File: config.mk
export PLATFORM = sky130hd
export DESIGN_NAME = uhlpr_regs
export DESIGN_NICKNAME = d
export VERILOG_FILES = /design/src/common/uhlpr_pkg.sv /design/src/rtl/uhlpr_mask_cell.sv /design/src/rtl/uhlpr_regs.sv
export SDC_FILE = /design/constraint.sdc
export NUM_CORES = 1
export LEC_CHECK = 0
export BUFFER_PORTS_ARGS = -buffer_cell sky130_fd_sc_hd__buf_2
export CAP_MARGIN = 25
export CORE_MARGIN = 3
export CORE_UTILIZATION = 25
export CTS_CLUSTER_DIAMETER = 100
export CTS_CLUSTER_SIZE = 40
export DETAILED_ROUTE_END_ITERATION = 16
export GPL_TIMING_DRIVEN = 0
export MAX_ROUTING_LAYER = met4
export PLACE_DENSITY_LB_ADDON = 0.3
export SKIP_CTS_REPAIR_TIMING = 1
export SLEW_MARGIN = 10
export SYNTH_ARGS = -nofsm -noshare
export SYNTH_HDL_FRONTEND = slang
export SYNTH_SLANG_ARGS = --single-unit
export TNS_END_PERCENT = 1
File: constraint.sdc
create_clock -name sys_clk -period 1.66 [get_ports sys_clk]
set_input_delay 0.332 -clock sys_clk [delete_from_list [all_inputs] [get_ports sys_clk]]
set_output_delay 0.332 -clock sys_clk [all_outputs]
set_load 0.03 [all_outputs]
File: src/common/uhlpr_pkg.sv
// constants for the list pointer and interrupt mask register group
package uhlpr_pkg;
    // register offsets from the controller base address
    localparam logic [7:0] UHLPR_OFS_MASK_SET = 8'h10;
    localparam logic [7:0] UHLPR_OFS_MASK_CLR = 8'h14;
    localparam logic [7:0] UHLPR_OFS_COMM_AREA = 8'h18;
    localparam logic [7:0] UHLPR_OFS_PERIODIC = 8'h1c;
    // interrupt mask bit positions
    localparam int UHLPR_BIT_MASTER_GATE = 31;
    localparam int UHLPR_BIT_OWNER_CHANGE = 30;
    localparam int UHLPR_BIT_ROOT_PORT_CHANGE = 6;
    localparam int UHLPR_BIT_FRAME_WRAP = 5;
    localparam int UHLPR_BIT_FATAL_ERROR = 4;
    localparam int UHLPR_BIT_RESUME_DETECT = 3;
    localparam int UHLPR_BIT_FRAME_BEGIN = 2;
    localparam int UHLPR_BIT_DONE_WRITEBACK = 1;
    localparam int UHLPR_BIT_SCHED_OVERRUN = 0;
    // implemented mask bits; 29 to 7 are reserved
    localparam logic [31:0] UHLPR_MASK_IMPL = 32'hc000007f;
    // field layouts
    localparam int UHLPR_COMM_AREA_LSB = 8;
    localparam int UHLPR_PERIODIC_LSB = 4;
    localparam logic [31:0] UHLPR_COMM_AREA_KEEP = 32'hffffff00;
    localparam logic [31:0] UHLPR_PERIODIC_KEEP = 32'hfffffff0;
    // values after reset
    localparam logic [31:0] UHLPR_MASK_RESET = 32'h00000000;
    localparam logic [31:0] UHLPR_COMM_AREA_RESET = 32'h00000000;
    localparam logic [31:0] UHLPR_PERIODIC_RESET = 32'h00000000;
    localparam logic [31:0] UHLPR_UNMAPPED_READ = 32'h00000000;
    // read answer latency in sys_clk cycles
    localparam int UHLPR_READ_LATENCY = 1;
endpackage

File: src/rtl/uhlpr_mask_cell.sv
// one interrupt mask bit with set, clear and reset
`timescale 1ns/100ps
module uhlpr_mask_cell
    import uhlpr_pkg::*;
(
    input wire logic sys_clk,
    input wire logic clear_all,
    input wire logic set_req,
    input wire logic clr_req,
    output logic mask_bit
);

    // set and clear never meet: they come from different offsets
    always_ff @(posedge sys_clk)
    begin
        if (clear_all)
        begin
            mask_bit <= 1'b0; // see RQ4
        end
        else if (set_req)
        begin
            mask_bit <= 1'b1;
        end
        else if (clr_req)
        begin
            mask_bit <= 1'b0; // see RQ1
        end
    end

endmodule

File: src/rtl/uhlpr_regs.sv
// interrupt mask clear, communication area base and periodic pointer
//
// Overview of operation
// RQ1: a one to a clear bit stops its source; 31 gate, 30 owner, 29..7 spare.
// RQ2: 6 port, 5 wrap, 4 fatal, 3 resume, 2 frame, 1 writeback, 0 overrun.
// RQ3: a zero written to a mask-clear bit leaves that mask bit as it was.
// RQ4: hardware or software reset leaves the gate and every mask bit off.
// RQ5: a one to mask-clear clears the enable bit; a read returns the enables.
// RQ6: comm area base is a 24-bit read-write field in 31..8, reset zero.
// RQ7: bits 7..0 of the comm area base read zero, for 256-byte alignment.
// RQ8: software writes all ones and counts low zero bits to find alignment.
// RQ9: software writes zero to every reserved bit.
// RQ10: periodic pointer is read-only 31..4, low bits read zero, reset zero.
// RQ11: the periodic pointer moves each time the engine ends a descriptor.
// RQ12: software only reads the periodic pointer to see the active descriptor.
// RQ13: writes to the periodic pointer are ignored.
`timescale 1ns/100ps
module uhlpr_regs
    import uhlpr_pkg::*;
(
    input wire logic sys_clk,
    input wire logic reset,
    input wire logic soft_reset,
    input wire logic [7:0] reg_addr,
    input wire logic reg_wr,
    input wire logic reg_rd,
    input wire logic [31:0] reg_wdata,
    input wire logic ped_done,
    input wire logic [31:0] ped_addr,
    output logic [31:0] reg_rdata,
    output logic reg_rdata_valid,
    output logic [31:0] irq_mask,
    output logic [31:0] comm_area_base,
    output logic [31:0] periodic_current
);

    ////////////////////////////////////////////////////////////////////////
    logic wr_mask_set;
    logic wr_mask_clr;
    logic wr_comm_area;
    logic clear_all;

    assign wr_mask_set = reg_wr && (reg_addr == UHLPR_OFS_MASK_SET);
    assign wr_mask_clr = reg_wr && (reg_addr == UHLPR_OFS_MASK_CLR);
    assign wr_comm_area = reg_wr && (reg_addr == UHLPR_OFS_COMM_AREA);
    assign clear_all = reset || soft_reset; // see RQ4

    ////////////////////////////////////////////////////////////////////////
    // mask bits; reserved positions hold no state and read zero
    genvar gi;
    generate
        for (gi = 0; gi < 32; gi++)
        begin : g_mask
            if (UHLPR_MASK_IMPL[gi]) // see RQ1 RQ2
            begin : g_impl
                uhlpr_mask_cell u_cell (
                    .sys_clk(sys_clk),
                    .clear_all(clear_all),
                    .set_req(wr_mask_set && reg_wdata[gi]),
                    .clr_req(wr_mask_clr && reg_wdata[gi]), // see RQ1 RQ3
                    .mask_bit(irq_mask[gi])
                );
            end
            else
            begin : g_rsvd
                assign irq_mask[gi] = 1'b0; // see RQ1
            end
        end
    endgenerate

    ////////////////////////////////////////////////////////////////////////
    // low bits are never stored, so read-back reveals the alignment
    always_ff @(posedge sys_clk)
    begin
        if (reset)
        begin
            comm_area_base <= UHLPR_COMM_AREA_RESET;
        end
        else if (wr_comm_area)
        begin
            comm_area_base <= reg_wdata & UHLPR_COMM_AREA_KEEP; // see RQ6 RQ7
        end
    end

    // only the list engine moves this pointer; bus writes have no path
    always_ff @(posedge sys_clk) // see RQ13
    begin
        if (reset)
        begin
            periodic_current <= UHLPR_PERIODIC_RESET;
        end
        else if (ped_done) // see RQ11
        begin
            periodic_current <= ped_addr & UHLPR_PERIODIC_KEEP; // see RQ10
        end
    end

    ////////////////////////////////////////////////////////////////////////
    always_ff @(posedge sys_clk)
    begin
        if (reset)
        begin
            reg_rdata <= UHLPR_UNMAPPED_READ;
            reg_rdata_valid <= 1'b0;
        end
        else
        begin
            reg_rdata_valid <= reg_rd;
            if (reg_rd)
            begin
                unique case (reg_addr)
                    UHLPR_OFS_MASK_SET: reg_rdata <= irq_mask;
                    UHLPR_OFS_MASK_CLR: reg_rdata <= irq_mask; // see RQ5
                    UHLPR_OFS_COMM_AREA: reg_rdata <= comm_area_base;
                    UHLPR_OFS_PERIODIC: reg_rdata <= periodic_current;
                    default: reg_rdata <= UHLPR_UNMAPPED_READ;
                endcase
            end
        end
    end

    ////////////////////////////////////////////////////////////////////////
    a_one_clears_mask: assert property ( // see RQ1
        @(posedge sys_clk) disable iff (reset)
        wr_mask_clr && !soft_reset
        |=> (irq_mask & $past(reg_wdata)) == 32'h0)
        else $error("mask bit survived a one written to clear");

    // flops hold x before the first reset edge, hence the disable
    a_reserved_mask_zero: assert property ( // see RQ1
        @(posedge sys_clk) disable iff (reset)
        irq_mask[29:7] == 23'h0)
        else $error("reserved mask bit is set");

    a_low_bits_map: assert property ( // see RQ2
        @(posedge sys_clk) disable iff (reset)
        wr_mask_clr && !soft_reset
        |=> irq_mask[6:0] == ($past(irq_mask[6:0]) & ~$past(reg_wdata[6:0])))
        else $error("low mask bits mapped wrongly");

    a_zero_write_keeps: assert property ( // see RQ3
        @(posedge sys_clk) disable iff (reset)
        wr_mask_clr && !soft_reset |=>
        (irq_mask & ~$past(reg_wdata))
            == ($past(irq_mask) & ~$past(reg_wdata)))
        else $error("zero written to clear changed the mask");

    a_reset_gate_off: assert property ( // see RQ4
        @(posedge sys_clk) disable iff (reset)
        $past(reset) || $past(soft_reset) |-> irq_mask == UHLPR_MASK_RESET)
        else $error("mask not disabled after reset");

    a_clear_reads_mask: assert property ( // see RQ5
        @(posedge sys_clk) disable iff (reset)
        reg_rd && reg_addr == UHLPR_OFS_MASK_CLR
        |=> reg_rdata_valid && reg_rdata == $past(irq_mask))
        else $error("mask-clear read does not return the mask");

    a_set_reaches_mask: assert property ( // see RQ5
        @(posedge sys_clk) disable iff (reset)
        wr_mask_set && !soft_reset |=>
        (irq_mask & $past(reg_wdata) & UHLPR_MASK_IMPL)
            == ($past(reg_wdata) & UHLPR_MASK_IMPL))
        else $error("a one written to mask-set did not set the bit");

    a_read_valid_pulse: assert property ( // see RQ5
        @(posedge sys_clk) disable iff (reset)
        !$past(reset) |-> reg_rdata_valid == $past(reg_rd))
        else $error("read valid not one cycle after the read strobe");

    a_rdata_held: assert property ( // see RQ5
        @(posedge sys_clk) disable iff (reset)
        !$past(reg_rd) && !$past(reset) |-> $stable(reg_rdata))
        else $error("read data changed without a read");

    // a second write in the next cycle may move the field again
    a_comm_write_held: assert property ( // see RQ6
        @(posedge sys_clk) disable iff (reset)
        wr_comm_area |=> comm_area_base[31:8] == $past(reg_wdata[31:8])
        ##1 ($past(wr_comm_area) || $stable(comm_area_base)))
        else $error("communication area base not written or not held");

    a_soft_keeps_comm: assert property ( // see RQ6
        @(posedge sys_clk) disable iff (reset)
        soft_reset && !wr_comm_area |=> $stable(comm_area_base))
        else $error("software reset disturbed the comm area base");

    a_comm_low_zero: assert property ( // see RQ7
        @(posedge sys_clk) disable iff (reset)
        reg_rd && reg_addr == UHLPR_OFS_COMM_AREA
        |=> reg_rdata[7:0] == 8'h00)
        else $error("communication area base low bits read nonzero");

    a_periodic_update: assert property ( // see RQ11
        @(posedge sys_clk) disable iff (reset)
        ped_done
        |=> periodic_current == ($past(ped_addr) & UHLPR_PERIODIC_KEEP))
        else $error("periodic pointer not updated by the list engine");

    a_periodic_low_zero: assert property ( // see RQ10
        @(posedge sys_clk) disable iff (reset)
        periodic_current[3:0] == 4'h0)
        else $error("periodic pointer low bits nonzero");

    a_periodic_read_back: assert property ( // see RQ10
        @(posedge sys_clk) disable iff (reset)
        reg_rd && reg_addr == UHLPR_OFS_PERIODIC
        |=> reg_rdata == $past(periodic_current))
        else $error("periodic pointer read returned another value");

    a_periodic_no_write: assert property ( // see RQ13
        @(posedge sys_clk) disable iff (reset)
        reg_wr && reg_addr == UHLPR_OFS_PERIODIC && !ped_done
        |=> $stable(periodic_current))
        else $error("bus write altered the periodic pointer");

    c_master_gate_clear: cover property (
        @(posedge sys_clk) disable iff (reset)
        irq_mask[UHLPR_BIT_MASTER_GATE] ##1 !irq_mask[UHLPR_BIT_MASTER_GATE]);
    c_comm_probe: cover property (
        @(posedge sys_clk) disable iff (reset)
        wr_comm_area && reg_wdata == 32'hffffffff ##2
        reg_rd && reg_addr == UHLPR_OFS_COMM_AREA);
    c_periodic_read: cover property (
        @(posedge sys_clk) disable iff (reset)
        ped_done ##1 reg_rd && reg_addr == UHLPR_OFS_PERIODIC);
    c_soft_reset_clear: cover property (
        @(posedge sys_clk) disable iff (reset)
        soft_reset && irq_mask != 32'h0 ##1 irq_mask == 32'h0);

endmodule

# After elaboration in Yosys (flattened, before gate mapping)
# Index checks and enable logic that the tools add are counted.
# Widths: inputs -> output; s select.
dict set report totals {
  register_bits 94
  output_inout_bits 129
}
dict set report op_classes {
  eq_ne 4
  n_mux 19
  n_reduce_logical 32
}
# op count
set ops {}
lappend ops {{$pmux 32 s3} 1}
lappend ops {{$eq 8x5->1 const B} 4}
lappend ops {{$logic_and 1x1->1} 21}
lappend ops {{$mux 1} 18}
lappend ops {{$reduce_bool 2->1} 9}
lappend ops {{$reduce_or 2->1} 1}
lappend ops {{$logic_or 1x1->1} 1}

# Logic depth before layout (Yosys ltp)
# Gate-level depths: netlist (run 1).
dict set report depth {
  depth_word 5
  ltp_mapped 6
  ltp_nobuf 3
}

# Cells and area by module
# A second synthesis (run 1) with hierarchy kept.
dict set report unflattened {
  hier_cells 503
  hier_area_um2 4469.3
}
# mod instances cells_each area_per_inst_um2 seq_area_each_um2
set modules_own_cells {}
lappend modules_own_cells {uhlpr_regs 1 467 4120.2 1701.6}
lappend modules_own_cells {uhlpr_mask_cell 9 4 38.8 20.0}

# Least setup slack after synthesis (run 1)
# Ideal clock, no wire load.
dict set report synth_path {
  path_kind {input to register}
  start {input port reg_addr[1]}
  end {register reg_rdata[31]}
  setup_ns 0.092
  arrival_ns 1.595
  required_ns 1.568
  setup_slack_ns -0.027
  path_stages 4
  n_path_buf 1
  path_cell_list {or4b_1 buf_6 or3_4 o32ai_1}
}
dict set report synth_via {
  elab_chain_cells 3
  elab_cells_between_ends 6
}
# element line
set synth_rtl {}
lappend synth_rtl {{start, declared} uhlpr_regs.sv:24} ;# input wire logic [7:0] reg_addr,
lappend synth_rtl {{$eq 8x5->1} uhlpr_regs.sv:111} ;# unique case (reg_addr)
lappend synth_rtl {{$reduce_or 2->1 (no line)} n/a}
lappend synth_rtl {{$pmux 32 s3 (*)} uhlpr_regs.sv:111}
lappend synth_rtl {{end signal, assigned} uhlpr_regs.sv:112} ;# UHLPR_OFS_MASK_SET: reg_rdata <= irq_mask;
lappend synth_rtl {{end signal, assigned} uhlpr_regs.sv:113} ;# UHLPR_OFS_MASK_CLR: reg_rdata <= irq_mask;
lappend synth_rtl {{end signal, assigned} uhlpr_regs.sv:114} ;# UHLPR_OFS_COMM_AREA: reg_rdata <= comm_area_base;
lappend synth_rtl {{end, declared} uhlpr_regs.sv:30} ;# output logic [31:0] reg_rdata,
# Every way passes the cells marked *; elsewhere a longest branch is shown, timed or not.
# A chain may end at the register's enable or synchronous reset.

# Worst setup path in the final report (run 1)
dict set report layout_path {
  start {input port reg_addr[5]}
  end {register reg_rdata[23]}
}
# Same word-level chain as after synthesis.

==> out/metrics.yaml, run 1 <==
dieHeight_um: 140
grt_max_degree: 15
die-area_um2: 19700
hold_viol_final: 0
syn_inst: 485
grt_pass1_vias: 3767
rrSetupSlack_ns: 0.68
grt.total_usage_pct: 14.3
diodes: 0
r2r_cells: 3
avgSynthCellArea_um2: 9.31
crit_cells: 6
fin_ws_ns: 0.0884
drt_pass1_iterations: 4
drive_gt1_share_pct: 37.7
routed_via_density: 4.22
postRouteAntennaNets: 0
cp.required_ns: 1.93
wl_mm: 14.3
core_area_um2: 17500
dr_wl_met3_um: 854
fin_skew_ns: 0.00702
drv_slew: 0
place_hpwl_mm: 10.9
crit_chain: "buf_2 -> nor4b_4 -> buf_4 -> clkbuf_1 -> nand4_1 -> a21oi_1"
ios: 207
worstPathArrival_ns: 1.84
cp_slowest_cell: "clkbuf_1"
critPathLaunchType: "input port"
grt.overflow.total: 0
whs_path_depth: 3
holdCritPathClass: "input port to register"
setup_violations: 0
crit_path_end: "reg_rdata[23]"
crit_start: "reg_addr[5]"
syn_area_um2: 4510
leakage_nw: 2.79
met1_length_mm: 6.76
dp_slack_ns: -0.773
slowest_delay_ns: 0.48
path_buf_inv: 3
tightest_slew_ns: 0.784
cts_buffer_depth: 2
drt_iter0_markers: 152
cts_tree: "built"
grt_pass1_wl_mm: 21.3
ys_ff_latch: 94
finalPower_mw: 5.20
hold-worst-slack_ns: 0.220
yosys_warnings: 0
worstSetupEndpointType: "register"
num-nets-final: 774
r2r-end: "reg_rdata[31]"
synth.distinct_cells: 29
ir_drop_mv: 0.470
io_buffers: 164
cts_htree_levels: 3
max_slew_margin_pct: 47.6
rsz0062_at_grt: "yes"
wl_per_cell_um: 15.4
cp_max_fo: 10
drc: 0
clkTransAtPathRegs_ns: 0.07
area_delta_synth_final_pct: 34.8
final_cell_mix: "buf_2 (169), dfxtp_1 (94), nand2b_1 (81)"
clock.fmax_mhz: 636
reg2reg_from: "comm_area_base[31]"
clock_latency_ns: 0.34
antenna_found_initial: 0
powerDensity_nw_per_um2: 854
crit_family: "buffers and inverters"
ys_seq_area_share_pct: 41.7
gp_congestion: 0.767
dr_total_vias: 3909
layout_commonest_cell: "buf_2"
timing.final.crit_share_pct: 94.7
maxCapViolCount: 0
cts_root_buffer: "clkbuf_16"
topRoutingLayerUsed: "met4"
status: "finished, final reports clean"
cts_buffers: 9
start_util_pct: 25.8
clock-sinks: 94
rows: 48
die_x_um: 140
crit_type: "input port to register"
wl_met2_mm: 6.54
fin_crit_ns: 1.57
==> power breakdown <==
group | leakage (nW) | total, mW | internal (mW) | switching (mW)
Sequential | 0.763 | 2.33 | 2.30 | 0.0364
Combinational | 1.88 | 0.722 | 0.275 | 0.446
Clock | 0.146 | 2.14 | 1.25 | 0.892
==> flip-flops by register name, summed over array words and instances (netlist names) <==
name	flops
reg_rdata	32
g_mask.g_impl.u_cell.mask_bit	9
comm_area_base	24
periodic_current	28
reg_rdata_valid	1
==> stage by stage <==
| stage | TNS, ns | util (%) | instances | instance area (µm²) |
|---|---|---|---|---|
| 6_report | 0 | 34.8 | 926 | 6090 |
| 5_1_grt | -1.15 | 34.8 | 926 | 6090 |
| 4_1_cts | -12.25 | 34.6 | 924 | 6050 |
| 3_5_place_dp | -43.07 | 32.9 | 908 | 5740 |
| 3_3_place_gp | -41.87 | 32.9 | 908 | 5740 |
| 2_1_floorplan | -0.137 | - | 519 | 4640 |
==> logic make-up after synthesis <==
kind of cell	Yosys count	share of synthesized area (%)
buffers and inverters	83	11.0
other	1	0.0831
AND/OR/NAND/NOR	185	23.9
flip-flops	94	41.7
multiplexers	78	18.0
AO/OA/AOI/OAI	44	5.38
==> how the worst min path moves through the flow <==
stage                                           startpoint                                to  slack (ns)
final                                         ped_addr[21]              periodic_current[21]        0.22
after global routing                           ped_addr[5]               periodic_current[5]        0.22
after CTS                                     ped_addr[21]              periodic_current[21]        0.20
after detailed placement                     reg_rdata[22]                     reg_rdata[22]        0.46
after global placement                       reg_rdata[20]                     reg_rdata[20]        0.45
after floorplan           g_mask[4].g_impl.u_cell.mask_bit  g_mask[4].g_impl.u_cell.mask_bit        0.46
==> cells in the mapped netlist, drive strengths merged <==
cell type,number,area [µm²]
a21oi,27,135
a31oi,3,18.8
and3,1,6.26
and4b,1,10.0
buf,53,385
clkbuf,29,109
conb,1,3.75
dfxtp,94,1880
inv,1,3.75
mux2,24,270
mux2i,54,541
nand2,9,33.8
nand2b,81,507
nand3,10,50.1
nand4,35,219
nor2,29,109
nor2b,3,18.8
nor3,10,50.1
nor3b,1,7.51
nor4b,2,38.8
o21ai,9,45.0
o32ai,5,43.8
or3,2,17.5
or4b,1,10.0
==> metal layers <==
metal | vias to the layer above | track usage (%)
li1 | 2020 | -
met1 | 1754 | 18.6
met2 | 126 | 22.0
met3 | 9 | 4.20
met4 | 0 | 3.11
met5 | - | -
==> area by class of cell <==
class                   instances  area (µm²)
clock inverters                 3        42.5
fillers                      1857       11400
inverters                       1        3.75
plain buffers                  82         502
well taps                     225         282
multi-input cells             342        2280
flip-flops and latches         94        1880
clock buffers                  13         260
repair buffers                166         836
==> worst min-delay path: stages <==
cell and delay [ns]:
buf_2 0.07, mux2i_1 0.05, nor2_1 0.07
Note: power is estimated with default switching activity, not from simulation.
==> run 2, diff against run 1 <==
Settings changed: ABC_AREA from default to 1.
==> out/metrics.yaml, run 2 <==
status: "finished, final reports clean"
grt.total_usage_pct: 15.8
diodes: 0
timing.final.crit_share_pct: 85.2
hold-worst-slack_ns: 0.195
cts_buffers: 9
io_buffers: 165
synth_edf_count: 0
clock_latency_ns: 0.35
powerDensity_nw_per_um2: 917
regArea_um2: 1880
clock.fmax_mhz: 707
async_reset_ff_share_pct: 0
syn_inst: 556
ir_drop_mv: 0.490
yosys.area.top_type_share_pct: 45.0
wl_mm: 14.1
avgSynthCellArea_um2: 7.53
cts_buffer_depth: 2
met2_usage_pct: 23.7
worstSetupEndpointType: "register"
syn_area_um2: 4190
area_delta_synth_final_pct: 36.8
multi_input_area_um2: 1760
gp_congestion: 0.749
dieHeight_um: 135
ys_seq_area_share_pct: 45.0
grt_pass1_wl_mm: 21.1
cp_max_fo: 10
hold_viol_final: 0
cts_root_buffer: "clkbuf_16"
cts_htree_levels: 3
top_register: "reg_rdata"
final_cell_mix: "buf_2 (173), dfxtp_1 (94), nand2_1 (89)"
post_dp_cell_area_um2: 5410
critPathLaunchType: "input port"
num-nets-final: 844
synth_commonest_cells: "dfxtp_1 (94), nand2_1 (89), o21ai_0 (68)"
setup_violations: 0
dr_total_vias: 4032
core_area_um2: 16100
drv_slew: 0
grt_max_degree: 16
crit_type: "input port to register"
yosysMostFrequentCell: "dfxtp_1"
synth.distinct_cells: 25
ios: 207
layout_commonest_cell: "buf_2"
largestRegisters: "reg_rdata x32, periodic_current x28, comm_area_base x24"
postRouteAntennaNets: 0
max_slew_margin_pct: 55.8
drt_iter0_markers: 219
synth_top_cell_by_area: "dfxtp_1"
clock-sinks: 94
maxCapViolCount: 0
fin_skew_ns: 0.00933
rsz0062_at_grt: "no"
start_util_pct: 26.0
leakage_nw: 2.70
largest_register_ff_count: 32
grt_busiest_layer: "met2"
cts_tree: "built"
wl_per_cell_um: 14.3
antenna_found_initial: 0
fin_crit_ns: 1.41
tightest_slew_ns: 0.663
routed_via_density: 4.09
worstPathArrival_ns: 1.70
drt_pass1_iterations: 4
holdCritPathClass: "input port to register"
die-area_um2: 18300
cp.required_ns: 1.94
fillers: 1763
grt_util_met1_pct: 21.1
clkTransAtPathRegs_ns: 0.07
post-route-cell-area_um2: 5720
drive_gt1_share_pct: 36.4
drc: 0
synth_area_leaders: "dfxtp_1 (45%), o21ai_0 (8.1%), nand2_1 (8.0%)"
yosys_warnings: 0
grt_pass1_vias: 3610
place_hpwl_mm: 10.6
rows: 46
die_x_um: 135
synthFlopType: "dfxtp_1"
gr-usage-met3_pct: 3.64
ys_ff_latch: 94
grt.overflow.total: 0
==> run 2: cell type report <==
type / instances / area share [%]
Inverter: 46 / 3.02
Timing Repair Buffer: 165 / 14.4
Clock buffer: 10 / 4.00
Sequential cell: 94 / 32.9
Clock inverter: 6 / 1.51
Buffer: 76 / 8.66
Multi-Input combinational cell: 374 / 30.8
Tap cell: 216 / 4.72
==> run 2: metal layers <==
layer,part of all wire [%],up-vias
li1,-,2124
met1,47,1787
met2,46,113
met3,5.5,8
met4,1.1,0
met5,0,-
==> run 2: logic make-up (layout without fill, tap and decap cells) <==
| logic type | Yosys count | count (layout) | synth area share (%) |
|---|---|---|---|
| AOI/OAI and AO/OA | 153 | 153 | 20.1 |
| and+or+nand+nor | 186 | 186 | 18.9 |
| other | 1 | 35 | 0.0896 |
| DFF | 94 | 94 | 45.0 |
| buffers and inverters | 122 | 303 | 16.0 |
==> run 2: worst paths after layout <==
path	start	to	slack (ns)	cells after the start
worst max register to register	comm_area_base[30]	reg_rdata[30]	0.77	6
worst min register to register	reg_rdata[8]	reg_rdata[8]	0.46	2
worst min-delay path	ped_addr[24]	periodic_current[24]	0.20	3
worst max-delay path	reset	periodic_current[5]	0.25	6
==> run 2: where the power goes <==
group | switching, mW | internal [mW] | leakage [nW]
registers | 0.0447 | 2.31 | 0.765
logic | 0.441 | 0.208 | 1.78
clock network | 0.926 | 1.32 | 0.152
total | 1.41 | 3.84 | 2.70
==> run 2: per-stage QoR <==
| stage | setup slack (ns) | utilization, % | setup TNS, ns | cells | total power [mW] |
|---|---|---|---|---|---|
| 2_1_floorplan | 0.338 | - | 0 | 590 | 2.83 |
| 3_3_place_gp | -0.185 | 33.6 | -5.23 | 971 | 3.06 |
| 3_5_place_dp | -0.166 | 33.6 | -4.48 | 971 | 3.06 |
| 4_1_cts | 0.206 | 35.5 | 0 | 987 | 5.32 |
| 5_1_grt | 0.0505 | 35.5 | 0 | 987 | 5.48 |
| 6_report | 0.246 | 35.5 | 0 | 987 | 5.25 |
==> run 2: critical path, cell delays in order <==
cell and delay [ns]:
buf_2 0.13, inv_1 0.09, clkbuf_1 0.42, clkbuf_1 0.43, o21ai_0 0.18, nor2_1 0.12
